--- src/timer_pair_pkg.sv ---
// Constants shared by the timer pair configuration block and its lane unit.
// Assumes word-indexed register map, byte address is four times the index.
package timer_pair_pkg;

   // Bus geometry
   localparam int ADDR_W      = 12;
   localparam int DATA_W      = 32;
   localparam int INDEX_W     = ADDR_W - 2;
   localparam int REG_W       = 8;
   localparam int TIMER_COUNT = 2;

   // Register indexes (byte address = index * 4)
   localparam logic [INDEX_W-1:0] MODE_CFG_IDX = 10'h089;
   localparam logic [INDEX_W-1:0] RUN_CTL_IDX  = 10'h090;
   localparam logic [INDEX_W-1:0] CLOCK_CTL_IDX = 10'h091;
   localparam logic [INDEX_W-1:0] IRQ_CFG_IDX  = 10'h092;
   localparam logic [INDEX_W-1:0] STATUS_IDX   = 10'h093;

   // Reset values
   localparam logic [REG_W-1:0] MODE_CFG_RESET  = 8'h00;
   localparam logic [REG_W-1:0] RUN_CTL_RESET   = 8'h00;
   localparam logic [REG_W-1:0] CLOCK_CTL_RESET = 8'h00;
   localparam logic [REG_W-1:0] IRQ_CFG_RESET   = 8'h00;

   // Mode register field layout, per timer, stride between timers
   localparam int MODE_LSB     = 0;
   localparam int SOURCE_BIT   = 2;
   localparam int GATING_BIT   = 3;
   localparam int FIELD_STRIDE = 4;

   // Other field positions, timer index is added except to the split and hold bits
   localparam int CLOCK_PICK_LSB = 3;
   localparam int POLARITY_LSB   = 0;
   localparam int RUN_LSB        = 0;
   localparam int STAT_EN_LSB    = 0;
   localparam int STAT_SPLIT_BIT = 2;
   localparam int STAT_HOLD_BIT  = 3;

   // Counting modes
   typedef enum logic [1:0] {
      MODE_13BIT  = 2'h0,
      MODE_16BIT  = 2'h1,
      MODE_RELOAD = 2'h2,
      MODE_SPLIT  = 2'h3
   } mode_type;

   // Bus responses
   localparam logic [1:0] RESP_OKAY   = 2'h0;
   localparam logic [1:0] RESP_SLVERR = 2'h2;

endpackage : timer_pair_pkg

--- src/timer_lane_if.sv ---
// Carrier between the configuration block and one timer lane unit.
// Assumes both ends run on the same clock.
`timescale 1ns/1ps
interface timer_lane_if;
   logic run;
   logic gating;
   logic source;
   logic clock_pick;
   logic polarity;
   logic halt;
   logic gate_pin;
   logic count_pin;
   logic prescale_tick;
   logic enabled;
   logic advance;

   // Configuration side
   modport ctl (
      output run, gating, source, clock_pick, polarity, halt,
      output gate_pin, count_pin, prescale_tick,
      input  enabled, advance
   );

   // Lane unit side
   modport unit (
      input  run, gating, source, clock_pick, polarity, halt,
      input  gate_pin, count_pin, prescale_tick,
      output enabled, advance
   );
endinterface : timer_lane_if

--- src/timer_lane_unit.sv ---
// One timer lane: count enable and the advance strobe for the counter.
// Assumes pins are synchronous to aclk; config comes from the lane carrier.
`timescale 1ns/1ps
module timer_lane_unit (
   // Clock and reset
   input  wire logic   aclk,
   input  wire logic   aresetn,
   // Lane carrier
   timer_lane_if.unit  lane
);
   import timer_pair_pkg::*;

   logic prev_pin;
   logic enabled;
   logic advance;
   logic next_prev_pin;
   logic next_enabled;
   logic next_advance;
   logic pin_active;
   logic tick;

   // Enable and tick selection
   always_comb begin
      next_prev_pin = lane.count_pin;
      // Active level is programmable, not a fixed low
      pin_active    = (lane.gate_pin == lane.polarity);
      next_enabled  = lane.run & (~lane.gating | pin_active)
                      & ~lane.halt;
      if (lane.source) begin
         // Clock pick plays no part in counter function
         tick = prev_pin & ~lane.count_pin;
      end else begin
         tick = lane.clock_pick ? 1'b1 : lane.prescale_tick;
      end
      next_advance = next_enabled & tick;
   end

   // Registered lane state
   always_ff @(posedge aclk) begin
      if (!aresetn) begin
         prev_pin <= 1'b1;
         enabled  <= 1'b0;
         advance  <= 1'b0;
      end else begin
         prev_pin <= next_prev_pin;
         enabled  <= next_enabled;
         advance  <= next_advance;
      end
   end

   assign lane.enabled = enabled;
   assign lane.advance = advance;

endmodule : timer_lane_unit

--- src/timer_pair_mode_config.sv ---
// Mode configuration and count control for timer zero and timer one.
// Assumes an AXI4-Lite master on aclk and pins synchronous to aclk.
`timescale 1ns/1ps
module timer_pair_mode_config (
   // Clock and reset
   input  wire logic                               aclk,
   input  wire logic                               aresetn,
   // AXI4-Lite write address
   input  wire logic [timer_pair_pkg::ADDR_W-1:0]  awaddr,
   input  wire logic [2:0]                         awprot,
   input  wire logic                               awvalid,
   output      logic                               awready,
   // AXI4-Lite write data
   input  wire logic [timer_pair_pkg::DATA_W-1:0]  wdata,
   input  wire logic [3:0]                         wstrb,
   input  wire logic                               wvalid,
   output      logic                               wready,
   // AXI4-Lite write response
   output      logic [1:0]                         bresp,
   output      logic                               bvalid,
   input  wire logic                               bready,
   // AXI4-Lite read address
   input  wire logic [timer_pair_pkg::ADDR_W-1:0]  araddr,
   input  wire logic [2:0]                         arprot,
   input  wire logic                               arvalid,
   output      logic                               arready,
   // AXI4-Lite read data
   output      logic [timer_pair_pkg::DATA_W-1:0]  rdata,
   output      logic [1:0]                         rresp,
   output      logic                               rvalid,
   input  wire logic                               rready,
   // Timer pins and internal clock strobe
   input  wire logic                               ext_irq_pin_zero,
   input  wire logic                               ext_irq_pin_one,
   input  wire logic                               count_input_zero,
   input  wire logic                               count_input_one,
   input  wire logic                               prescale_tick,
   // Timer control outputs
   output      logic                               timer_zero_advance,
   output      logic                               timer_one_advance,
   output      logic [1:0]                         timer_zero_mode,
   output      logic [1:0]                         timer_one_mode,
   output      logic                               timer_zero_split,
   output      logic                               timer_one_hold
);
   import timer_pair_pkg::*;

   typedef enum logic [1:0] {
      WR_IDLE = 2'b01,
      WR_RESP = 2'b10
   } wr_state_type;

   typedef enum logic [1:0] {
      RD_IDLE = 2'b01,
      RD_DATA = 2'b10
   } rd_state_type;

   // Register file
   logic [REG_W-1:0]     mode_cfg;
   logic [REG_W-1:0]     run_ctl;
   logic [REG_W-1:0]     clock_ctl;
   logic [REG_W-1:0]     irq_cfg;
   logic [REG_W-1:0]     next_mode_cfg;
   logic [REG_W-1:0]     next_run_ctl;
   logic [REG_W-1:0]     next_clock_ctl;
   logic [REG_W-1:0]     next_irq_cfg;
   logic [REG_W-1:0]     status;

   // Write channel state
   wr_state_type         wr_state;
   wr_state_type         next_wr_state;
   logic                 aw_held;
   logic                 w_held;
   logic [INDEX_W-1:0]   wr_index;
   logic [REG_W-1:0]     wr_byte;
   logic                 wr_lane0;
   logic                 next_aw_held;
   logic                 next_w_held;
   logic [INDEX_W-1:0]   next_wr_index;
   logic [REG_W-1:0]     next_wr_byte;
   logic                 next_wr_lane0;
   logic                 next_awready;
   logic                 next_wready;
   logic [1:0]           next_bresp;
   logic                 next_bvalid;

   // Read channel state
   rd_state_type         rd_state;
   rd_state_type         next_rd_state;
   logic [DATA_W-1:0]    next_rdata;
   logic [1:0]           next_rresp;
   logic                 next_rvalid;
   logic                 next_arready;

   // Derived outputs
   logic                 next_zero_split;
   logic                 next_one_hold;

   // Lane carriers and their per-timer inputs
   timer_lane_if         lane [TIMER_COUNT] ();
   logic [TIMER_COUNT-1:0] gate_pins;
   logic [TIMER_COUNT-1:0] count_pins;
   logic [TIMER_COUNT-1:0] lane_enabled;
   logic [TIMER_COUNT-1:0] lane_advance;

   assign gate_pins  = {ext_irq_pin_one, ext_irq_pin_zero};
   assign count_pins = {count_input_one, count_input_zero};

   // Per-timer field decode and lane instances
   for (genvar i = 0; i < TIMER_COUNT; i++) begin : g_lane
      localparam int BASE = i * FIELD_STRIDE;
      assign lane[i].run           = run_ctl[RUN_LSB + i];
      assign lane[i].gating        = mode_cfg[BASE + GATING_BIT];
      assign lane[i].source        = mode_cfg[BASE + SOURCE_BIT];
      assign lane[i].clock_pick    = clock_ctl[CLOCK_PICK_LSB + i];
      assign lane[i].polarity      = irq_cfg[POLARITY_LSB + i];
      // Only timer one stops in split mode; timer zero splits instead
      assign lane[i].halt          = (i == 1) &&
                                     (mode_cfg[BASE + MODE_LSB +: 2] == MODE_SPLIT);
      assign lane[i].gate_pin      = gate_pins[i];
      assign lane[i].count_pin     = count_pins[i];
      assign lane[i].prescale_tick = prescale_tick;
      assign lane_enabled[i]       = lane[i].enabled;
      assign lane_advance[i]       = lane[i].advance;

      timer_lane_unit u_lane (
         .aclk    (aclk),
         .aresetn (aresetn),
         .lane    (lane[i])
      );
   end

   assign timer_zero_advance = lane_advance[0];
   assign timer_one_advance  = lane_advance[1];
   // Mode fields go straight out of the config flops
   assign timer_zero_mode    = mode_cfg[MODE_LSB +: 2];
   assign timer_one_mode     = mode_cfg[FIELD_STRIDE + MODE_LSB +: 2];

   // Status view of the block's own state
   always_comb begin
      status                 = '0;
      status[STAT_EN_LSB +: TIMER_COUNT] = lane_enabled;
      status[STAT_SPLIT_BIT] = timer_zero_split;
      status[STAT_HOLD_BIT]  = timer_one_hold;
   end

   // Split and hold flags for the counter datapath
   always_comb begin
      next_zero_split = (mode_cfg[MODE_LSB +: 2] == MODE_SPLIT);
      next_one_hold   = (mode_cfg[FIELD_STRIDE + MODE_LSB +: 2] == MODE_SPLIT);
   end

   always_ff @(posedge aclk) begin
      if (!aresetn) begin
         timer_zero_split <= 1'b0;
         timer_one_hold   <= 1'b0;
      end else begin
         timer_zero_split <= next_zero_split;
         timer_one_hold   <= next_one_hold;
      end
   end

   // Write path: address and data taken in either order
   always_comb begin
      next_wr_state  = wr_state;
      next_aw_held   = aw_held;
      next_w_held    = w_held;
      next_wr_index  = wr_index;
      next_wr_byte   = wr_byte;
      next_wr_lane0  = wr_lane0;
      next_bresp     = bresp;
      next_bvalid    = bvalid;
      next_mode_cfg  = mode_cfg;
      next_run_ctl   = run_ctl;
      next_clock_ctl = clock_ctl;
      next_irq_cfg   = irq_cfg;
      case (wr_state)
         WR_IDLE: begin
            if (awvalid && awready) begin
               next_aw_held  = 1'b1;
               next_wr_index = awaddr[ADDR_W-1:2];
            end
            if (wvalid && wready) begin
               next_w_held   = 1'b1;
               next_wr_byte  = wdata[REG_W-1:0];
               next_wr_lane0 = wstrb[0];
            end
            // Commit once both halves are in; status is read-only
            if (next_aw_held && next_w_held) begin
               next_aw_held  = 1'b0;
               next_w_held   = 1'b0;
               next_bvalid   = 1'b1;
               next_bresp    = RESP_OKAY;
               next_wr_state = WR_RESP;
               case (next_wr_index)
                  MODE_CFG_IDX: begin
                     if (next_wr_lane0) begin
                        next_mode_cfg = next_wr_byte;
                     end
                  end
                  RUN_CTL_IDX: begin
                     if (next_wr_lane0) begin
                        next_run_ctl = next_wr_byte;
                     end
                  end
                  CLOCK_CTL_IDX: begin
                     if (next_wr_lane0) begin
                        next_clock_ctl = next_wr_byte;
                     end
                  end
                  IRQ_CFG_IDX: begin
                     if (next_wr_lane0) begin
                        next_irq_cfg = next_wr_byte;
                     end
                  end
                  STATUS_IDX: begin
                     next_bresp = RESP_OKAY;
                  end
                  default: begin
                     next_bresp = RESP_SLVERR;
                  end
               endcase
            end
         end
         WR_RESP: begin
            if (bready) begin
               next_bvalid   = 1'b0;
               next_wr_state = WR_IDLE;
            end
         end
         default: begin
            next_wr_state = WR_IDLE;
            next_bvalid   = 1'b0;
         end
      endcase
      // Ready drops while a half is held, so one write at a time
      next_awready = (next_wr_state == WR_IDLE) && !next_aw_held;
      next_wready  = (next_wr_state == WR_IDLE) && !next_w_held;
   end

   always_ff @(posedge aclk) begin
      if (!aresetn) begin
         wr_state  <= WR_IDLE;
         aw_held   <= 1'b0;
         w_held    <= 1'b0;
         wr_index  <= '0;
         wr_byte   <= '0;
         wr_lane0  <= 1'b0;
         awready   <= 1'b0;
         wready    <= 1'b0;
         bresp     <= RESP_OKAY;
         bvalid    <= 1'b0;
         mode_cfg  <= MODE_CFG_RESET;
         run_ctl   <= RUN_CTL_RESET;
         clock_ctl <= CLOCK_CTL_RESET;
         irq_cfg   <= IRQ_CFG_RESET;
      end else begin
         wr_state  <= next_wr_state;
         aw_held   <= next_aw_held;
         w_held    <= next_w_held;
         wr_index  <= next_wr_index;
         wr_byte   <= next_wr_byte;
         wr_lane0  <= next_wr_lane0;
         awready   <= next_awready;
         wready    <= next_wready;
         bresp     <= next_bresp;
         bvalid    <= next_bvalid;
         mode_cfg  <= next_mode_cfg;
         run_ctl   <= next_run_ctl;
         clock_ctl <= next_clock_ctl;
         irq_cfg   <= next_irq_cfg;
      end
   end

   // Read path: one read at a time, data captured at the address handshake
   always_comb begin
      next_rd_state = rd_state;
      next_rdata    = rdata;
      next_rresp    = rresp;
      next_rvalid   = rvalid;
      case (rd_state)
         RD_IDLE: begin
            if (arvalid && arready) begin
               next_rd_state = RD_DATA;
               next_rvalid   = 1'b1;
               next_rresp    = RESP_OKAY;
               next_rdata    = '0;
               case (araddr[ADDR_W-1:2])
                  MODE_CFG_IDX:  next_rdata[REG_W-1:0] = mode_cfg;
                  RUN_CTL_IDX:   next_rdata[REG_W-1:0] = run_ctl;
                  CLOCK_CTL_IDX: next_rdata[REG_W-1:0] = clock_ctl;
                  IRQ_CFG_IDX:   next_rdata[REG_W-1:0] = irq_cfg;
                  STATUS_IDX:    next_rdata[REG_W-1:0] = status;
                  default:       next_rresp = RESP_SLVERR;
               endcase
            end
         end
         RD_DATA: begin
            if (rready) begin
               next_rvalid   = 1'b0;
               next_rd_state = RD_IDLE;
            end
         end
         default: begin
            next_rd_state = RD_IDLE;
            next_rvalid   = 1'b0;
         end
      endcase
      next_arready = (next_rd_state == RD_IDLE);
   end

   always_ff @(posedge aclk) begin
      if (!aresetn) begin
         rd_state <= RD_IDLE;
         rdata    <= '0;
         rresp    <= RESP_OKAY;
         rvalid   <= 1'b0;
         arready  <= 1'b0;
      end else begin
         rd_state <= next_rd_state;
         rdata    <= next_rdata;
         rresp    <= next_rresp;
         rvalid   <= next_rvalid;
         arready  <= next_arready;
      end
   end

endmodule : timer_pair_mode_config

--- config.mk ---
export PLATFORM = sky130hd
export DESIGN_NAME = timer_pair_mode_config
export DESIGN_NICKNAME = d
export VERILOG_FILES = /design/src/timer_pair_pkg.sv /design/src/timer_lane_if.sv /design/src/timer_lane_unit.sv /design/src/timer_pair_mode_config.sv
export SDC_FILE = /design/constraint.sdc
export NUM_CORES = 1
export LEC_CHECK = 0
export BUFFER_PORTS_ARGS = -buffer_cell sky130_fd_sc_hd__buf_4
export CORE_MARGIN = 2
export CORE_UTILIZATION = 54
export DETAILED_ROUTE_END_ITERATION = 16
export PLACE_DENSITY_LB_ADDON = 0.05
export SLEW_MARGIN = 15
export SYNTH_ARGS = -nofsm -noshare
export SYNTH_HDL_FRONTEND = slang
export SYNTH_HIERARCHICAL = 1
export SYNTH_SLANG_ARGS = --single-unit
--- constraint.sdc ---
create_clock -name aclk -period 4.9 [get_ports aclk]
set_input_delay 0.245 -clock aclk [delete_from_list [all_inputs] [get_ports aclk]]
set_output_delay 0.245 -clock aclk [all_outputs]
set_load 0.01 [all_outputs]
Word level (Yosys, flattened, before mapping). Cells that the tools add are included.

Logic and storage cells: 115. Output and inout port bits: 49. Bits in registers: 82. Input bits: 78.

Eq/ne operators: 24. Bitwise logic cells: 14. Multiplexer cells: 32. Reductions and logical operators: 18.

Operator list (count): equality test 10 x 8 -> 1 bit, second input constant (10); one-hot mux 8 bit (5 select lines) (1); 2-to-1 mux 10 bit (2); 2-to-1 mux 1 bit (18); AND reduction 4 bit (4); 2-to-1 mux 2 bit (6); OR reduction 5 bit (2); equality test 2 x 1 -> 1 bit, second input constant (4); equality test 2 bit, second input constant (4); 2-to-1 mux 8 bit (1); inequality test 2 bit, second input constant (4); one-hot mux 2 bit (2 select lines) (2); AND reduction 2 bit (4); bitwise AND 1 bit (7); logical AND 1 bit (6); inverter 1 bit (5); one-hot mux 1 bit (2 select lines) (2); equality test 1 bit (2); logical NOT 1 bit (2); OR 1 bit (2).

Depth between registers and ports, before layout.
Depth after elaboration: 8. Mapped depth: 7. Mapped depth without buffers: 7.

By module. The synthesis kept the hierarchy.

Modules (own cells, without submodules): timer_pair_mode_config (area an instance 3598.5 sq um, instances 1, cells an instance 414, seq. area each 1481.4 sq um); timer_lane_unit (area an instance 110.1 sq um, instances 2, cells an instance 10, seq. area each 60.1 sq um).

Worst setup path after synthesis. Ideal clock, no wire load.

Path kind: register to register. From: reg awready. To: reg run_ctl[0]. Setup time: 72 ps. Stages on the path, launching flop included: 8. Arrival time: 1729 ps. Path slack: 3099 ps. Path through: dfxtp_1 > and2_2 > clkbuf_4 > nand3_1 > a221oi_2 > and3_2 > buf_6 > mux2i_1.

Longest elaborated chain between the ends: 5. Elaborated cells on any way between the ends: 8. Classes of those cells: eq/ne: 1; mux: 4; reduce/logical: 3.

RTL lines: from (decl) (RTL line timer_pair_mode_config.sv:12) `output logic awready,`; from (signal assigned) (RTL line timer_pair_mode_config.sv:264) `awready <= next_awready;`; logical AND 1 bit * (RTL line timer_pair_mode_config.sv:179) `if (awvalid && awready) begin`; 2-to-1 mux 10 bit / 2-to-1 mux 1 bit (equally long branches) (RTL line timer_pair_mode_config.sv:179); 2-to-1 mux 10 bit / 2-to-1 mux 1 bit (equally long branches) (RTL line timer_pair_mode_config.sv:177) `case (wr_state)`; equality test 10 x 8 -> 1 bit / logical AND 1 bit (equally long branches) (RTL line timer_pair_mode_config.sv:195, timer_pair_mode_config.sv:189); AND reduction 4 bit (no line) *; to (signal assigned) (RTL line timer_pair_mode_config.sv:269) `run_ctl <= next_run_ctl;`; to (decl) (RTL line timer_pair_mode_config.sv:60) `logic [REG_W-1:0] run_ctl;`.

Mark *: on every way between the ends. The rest lies on a longest branch, timed or not. The select of a mux whose other input is x is not followed. A chain may end at the register's enable or synchronous reset.

Worst setup path in the final report.
From: reg wr_index[5]. To: reg run_ctl[6].

Longest elaborated chain between the ends: 4.

RTL lines: from (decl) (RTL line timer_pair_mode_config.sv:74) `logic [INDEX_W-1:0] wr_index;`; from (signal assigned) (RTL line timer_pair_mode_config.sv:261) `wr_index <= next_wr_index;`; 2-to-1 mux 10 bit (RTL line timer_pair_mode_config.sv:179); 2-to-1 mux 10 bit (RTL line timer_pair_mode_config.sv:177); equality test 10 x 8 -> 1 bit (RTL line timer_pair_mode_config.sv:195) `case (next_wr_index)`; AND reduction 4 bit (no line).

No other way between the ends. The select of a mux whose other input is x is not followed.

==> key figures <==
Power and ir drop
  • Sequential power share: 44.2%
  • Pwr Density: 386 nW/um^2
  • Lkg Pwr: 1.96 nW
  • Clock power frac: 32.3%
  • NetSw: 0.521 mW
  • Overall power: 1.71 mW
  • Cell Int Power: 1.19 mW
  • VDD IR max: 197 uV
  • Switch share: 30.5%
  • Comb pwr share: 23.4%

Detailed routing
  • DRT Pass-1 Iters: 4
  • Routed Antenna Nets: 0
  • Detailed-route DRC error count: 0
  • Vias per inst: 5.20
  • DR iter-0 viols: 125
  • Via count: 3,048
  • Post-Route WL: 8.22 mm
  • Routed WL per cell: 14.0 microns

Floorplan
  • I/O pins: 127
  • Die width: 88.1 microns
  • Die Y: 88.1 microns
  • Row count: 30
  • Die ar.: 7760 sq um
  • Core footprint: 6830 sq um
  • Initial core utilization: 55.9%

Cells and area
  • # diodes: 0
  • # fillers: 618
  • Share of layout cells above drive strength 1: 20.4%
  • Non-Filler Instances: 586
  • Commonest non-fill, non-tap cell in the layout: nand2_1
  • Nets: 567
  • Fin area: 4420 sq um
  • Fin util: 64.7%
  • Synth-to-Final Area Change: 15.8%
  • Most frequent cells in the layout: nand2_1 (95), dfxtp_1 (80), buf_4 (63)

CTS
  • Hold_buf cts: 0
  • Post-CTS resize count: 0
  • TritonCTS clock tree: done
  • TritonCTS Buffers: 9
  • Clock-pin slew on the worst setup and hold paths: 90 ps
  • Maximum root-to-sink buffer count: 2
  • Clk sinks: 80
  • Htree depth: 3
  • Root cell of the clock tree: clkbuf_8
  • Post-CTS setup buffers: 0
  • Worst-Skew Late Latency: 350 ps

Logic synthesis
  • Synthesis-stage register bit count: 80
  • YS warnings: 6
  • Post-synth EDFFs: 0
  • Syn Inst Count: 434
  • Seq/Total Area, Yosys: 41.9%
  • Syn Std Cell Area: 3820 sq um
  • Ys async rst share: 0%
  • Top_reg_cell synth: dfxtp_1
  • Distinct cells, synth: 52
  • Synth Area per Inst: 8.80 sq um

STA
  • Setup violators final: 0
  • Pins Over Slew Limit: 0
  • Max-slew headroom: 46.6%
  • Max Clock Freq: 490 MHz
  • Setup_tns: 0 ps
  • Final Cycle Share: 41.7%
  • Final Hold Vio Count: 0
  • RSZ-0062 raised after global routing: false
  • Worst slew pin tran: 800 ps
  • Final Skew: 12.1 ps
  • Final min period: 2040 ps

Global route
  • First-pass GRT wire length: 13.0 mm
  • Total track usage: 21.8%
  • Total grt overflow: 0
  • Vias in the first global route: 2,852
  • Largest net degree at the start of global routing: 63
  • Initial antenna violation count: 0

Critical path
  • CP endpoint kind: register
  • CP Max Fanout: 8
  • Data required, critical path: 5180 ps
  • WS Path Type: reg -> reg
  • Worst setup SP type: register
  • Worst Path Arrival: 2320 ps

Status
  • Status: completed

Min path
  • Tightest Hold Check Type: in -> reg

Placed design
  • Cells after DPL: 570
  • GPL Wtd Cong: 0.818
  • Post-DP HPWL: 5.85 mm
  • Post-DP Area: 4190 sq um
  • I/O Buffers: 63

Flow run
  • Max Cap Viol: 0
-- registers in the layout (all words and copies together), names as in the netlist, 2 cells and up --
register,flops
clock_ctl,8
rd_state,2
rdata,8
mode_cfg,8
g_lane.u_lane/lane.advance,2
wr_state,2
g_lane.u_lane/prev_pin,2
wr_byte,8
run_ctl,8
g_lane.u_lane/lane.enabled,2
irq_cfg,8
wr_index,10
-- cell families after synthesis --
logic type	count (synthesis)	share of synthesized area, %
XOR/XNOR	2	0.459
other	1	0.0982
AO/OA/AOI/OAI	77	13.5
adder cells (fa/ha/maj)	4	1.31
AND/OR/NAND/NOR	161	19.8
buffers and inverters	58	9.24
multiplexers	51	13.6
flip-flops	80	41.9
-- layer usage --
metal / global-route usage, % / share of wire [%] / vias to the layer above
met5: 0 / 0 / -
met4: 9.64 / 1.4 / 0
met3: 3.30 / 5.0 / 8
met2: 36.2 / 47 / 83
met1: 28.1 / 46 / 1413
li1: - / - / 1544
-- power groups by stage --
stage          combinational [mW]  clock (mW)  sequential (mW)
2_1_floorplan               0.287           0            0.773
3_3_place_gp                0.390           0            0.768
3_5_place_dp                0.398           0            0.770
4_1_cts                     0.400       0.564            0.755
5_1_grt                     0.449       0.590            0.764
6_report                    0.400       0.552            0.755
-- path summary, 6_finish.rpt --
check                                       from                        end  slack, ps  depth (start not counted)
worst max-delay path                 wr_index[5]                 run_ctl[6]       2860                          5
worst max register to register       wr_index[5]                 run_ctl[6]       2860                          5
worst min register to register        wr_byte[5]                 wr_byte[5]        460                          2
worst min-delay path            count_input_zero  g_lane[0].u_lane/prev_pin         80                          2
-- per-stage QoR --
step / hold WS (ps) / setup slack, ps
final: 77.3 / 2860
after global routing: 68.4 / 2650
after CTS: 58.3 / 2850
after detailed placement: 440 / 2830
after global placement: 439 / 2840
after floorplan: 318 / 3100
-- layout make-up --
type                    instances  area [sq um]  share of cell area [%]
inverters                       9          33.8                   0.764
clock buffers                  10           138                    3.11
repair buffers                 63           473                    10.7
flip-flops and latches         80          1600                    36.2
well taps                      96           120                    2.72
multi-input cells             322          1960                    44.4
clock inverters                 6          92.6                    2.09
-- Yosys cell counts, drive strengths merged (2+ instances only) --
master    n  share of area, %
xor2      2              0.46
mux2i    43                11
o311a     2              0.52
a221oi    2              0.62
a211oi    4               1.0
o21ai    17               2.2
and2      6               1.0
o22a      4              0.92
or2       3              0.49
inv       9              0.88
dfxtp    80                42
and3      6               1.0
buf      33               6.4
nand2    95               9.3
nor3      4              0.52
ha        4               1.3
a32o      4               1.0
clkbuf   16               1.9
o21a      2              0.39
mux2      8               2.4
a31oi     3              0.49
a21oi    26               3.4
nand3     8               1.4
a22oi     5              0.98
nor2b     6              0.98
nor2     16               1.6
nand2b    7               1.1
a2bb2oi   3              0.69
nand3b    2              0.39
nor4b     2              0.46
-- worst max-delay path: stages, from the launching register on --
cell	delay, ps
dfxtp_1	320
nor4b_1	320
nand3_1	170
a221oi_2	460
and3_2	460
mux2i_1	230
Note: power is estimated with default switching activity, not from simulation.
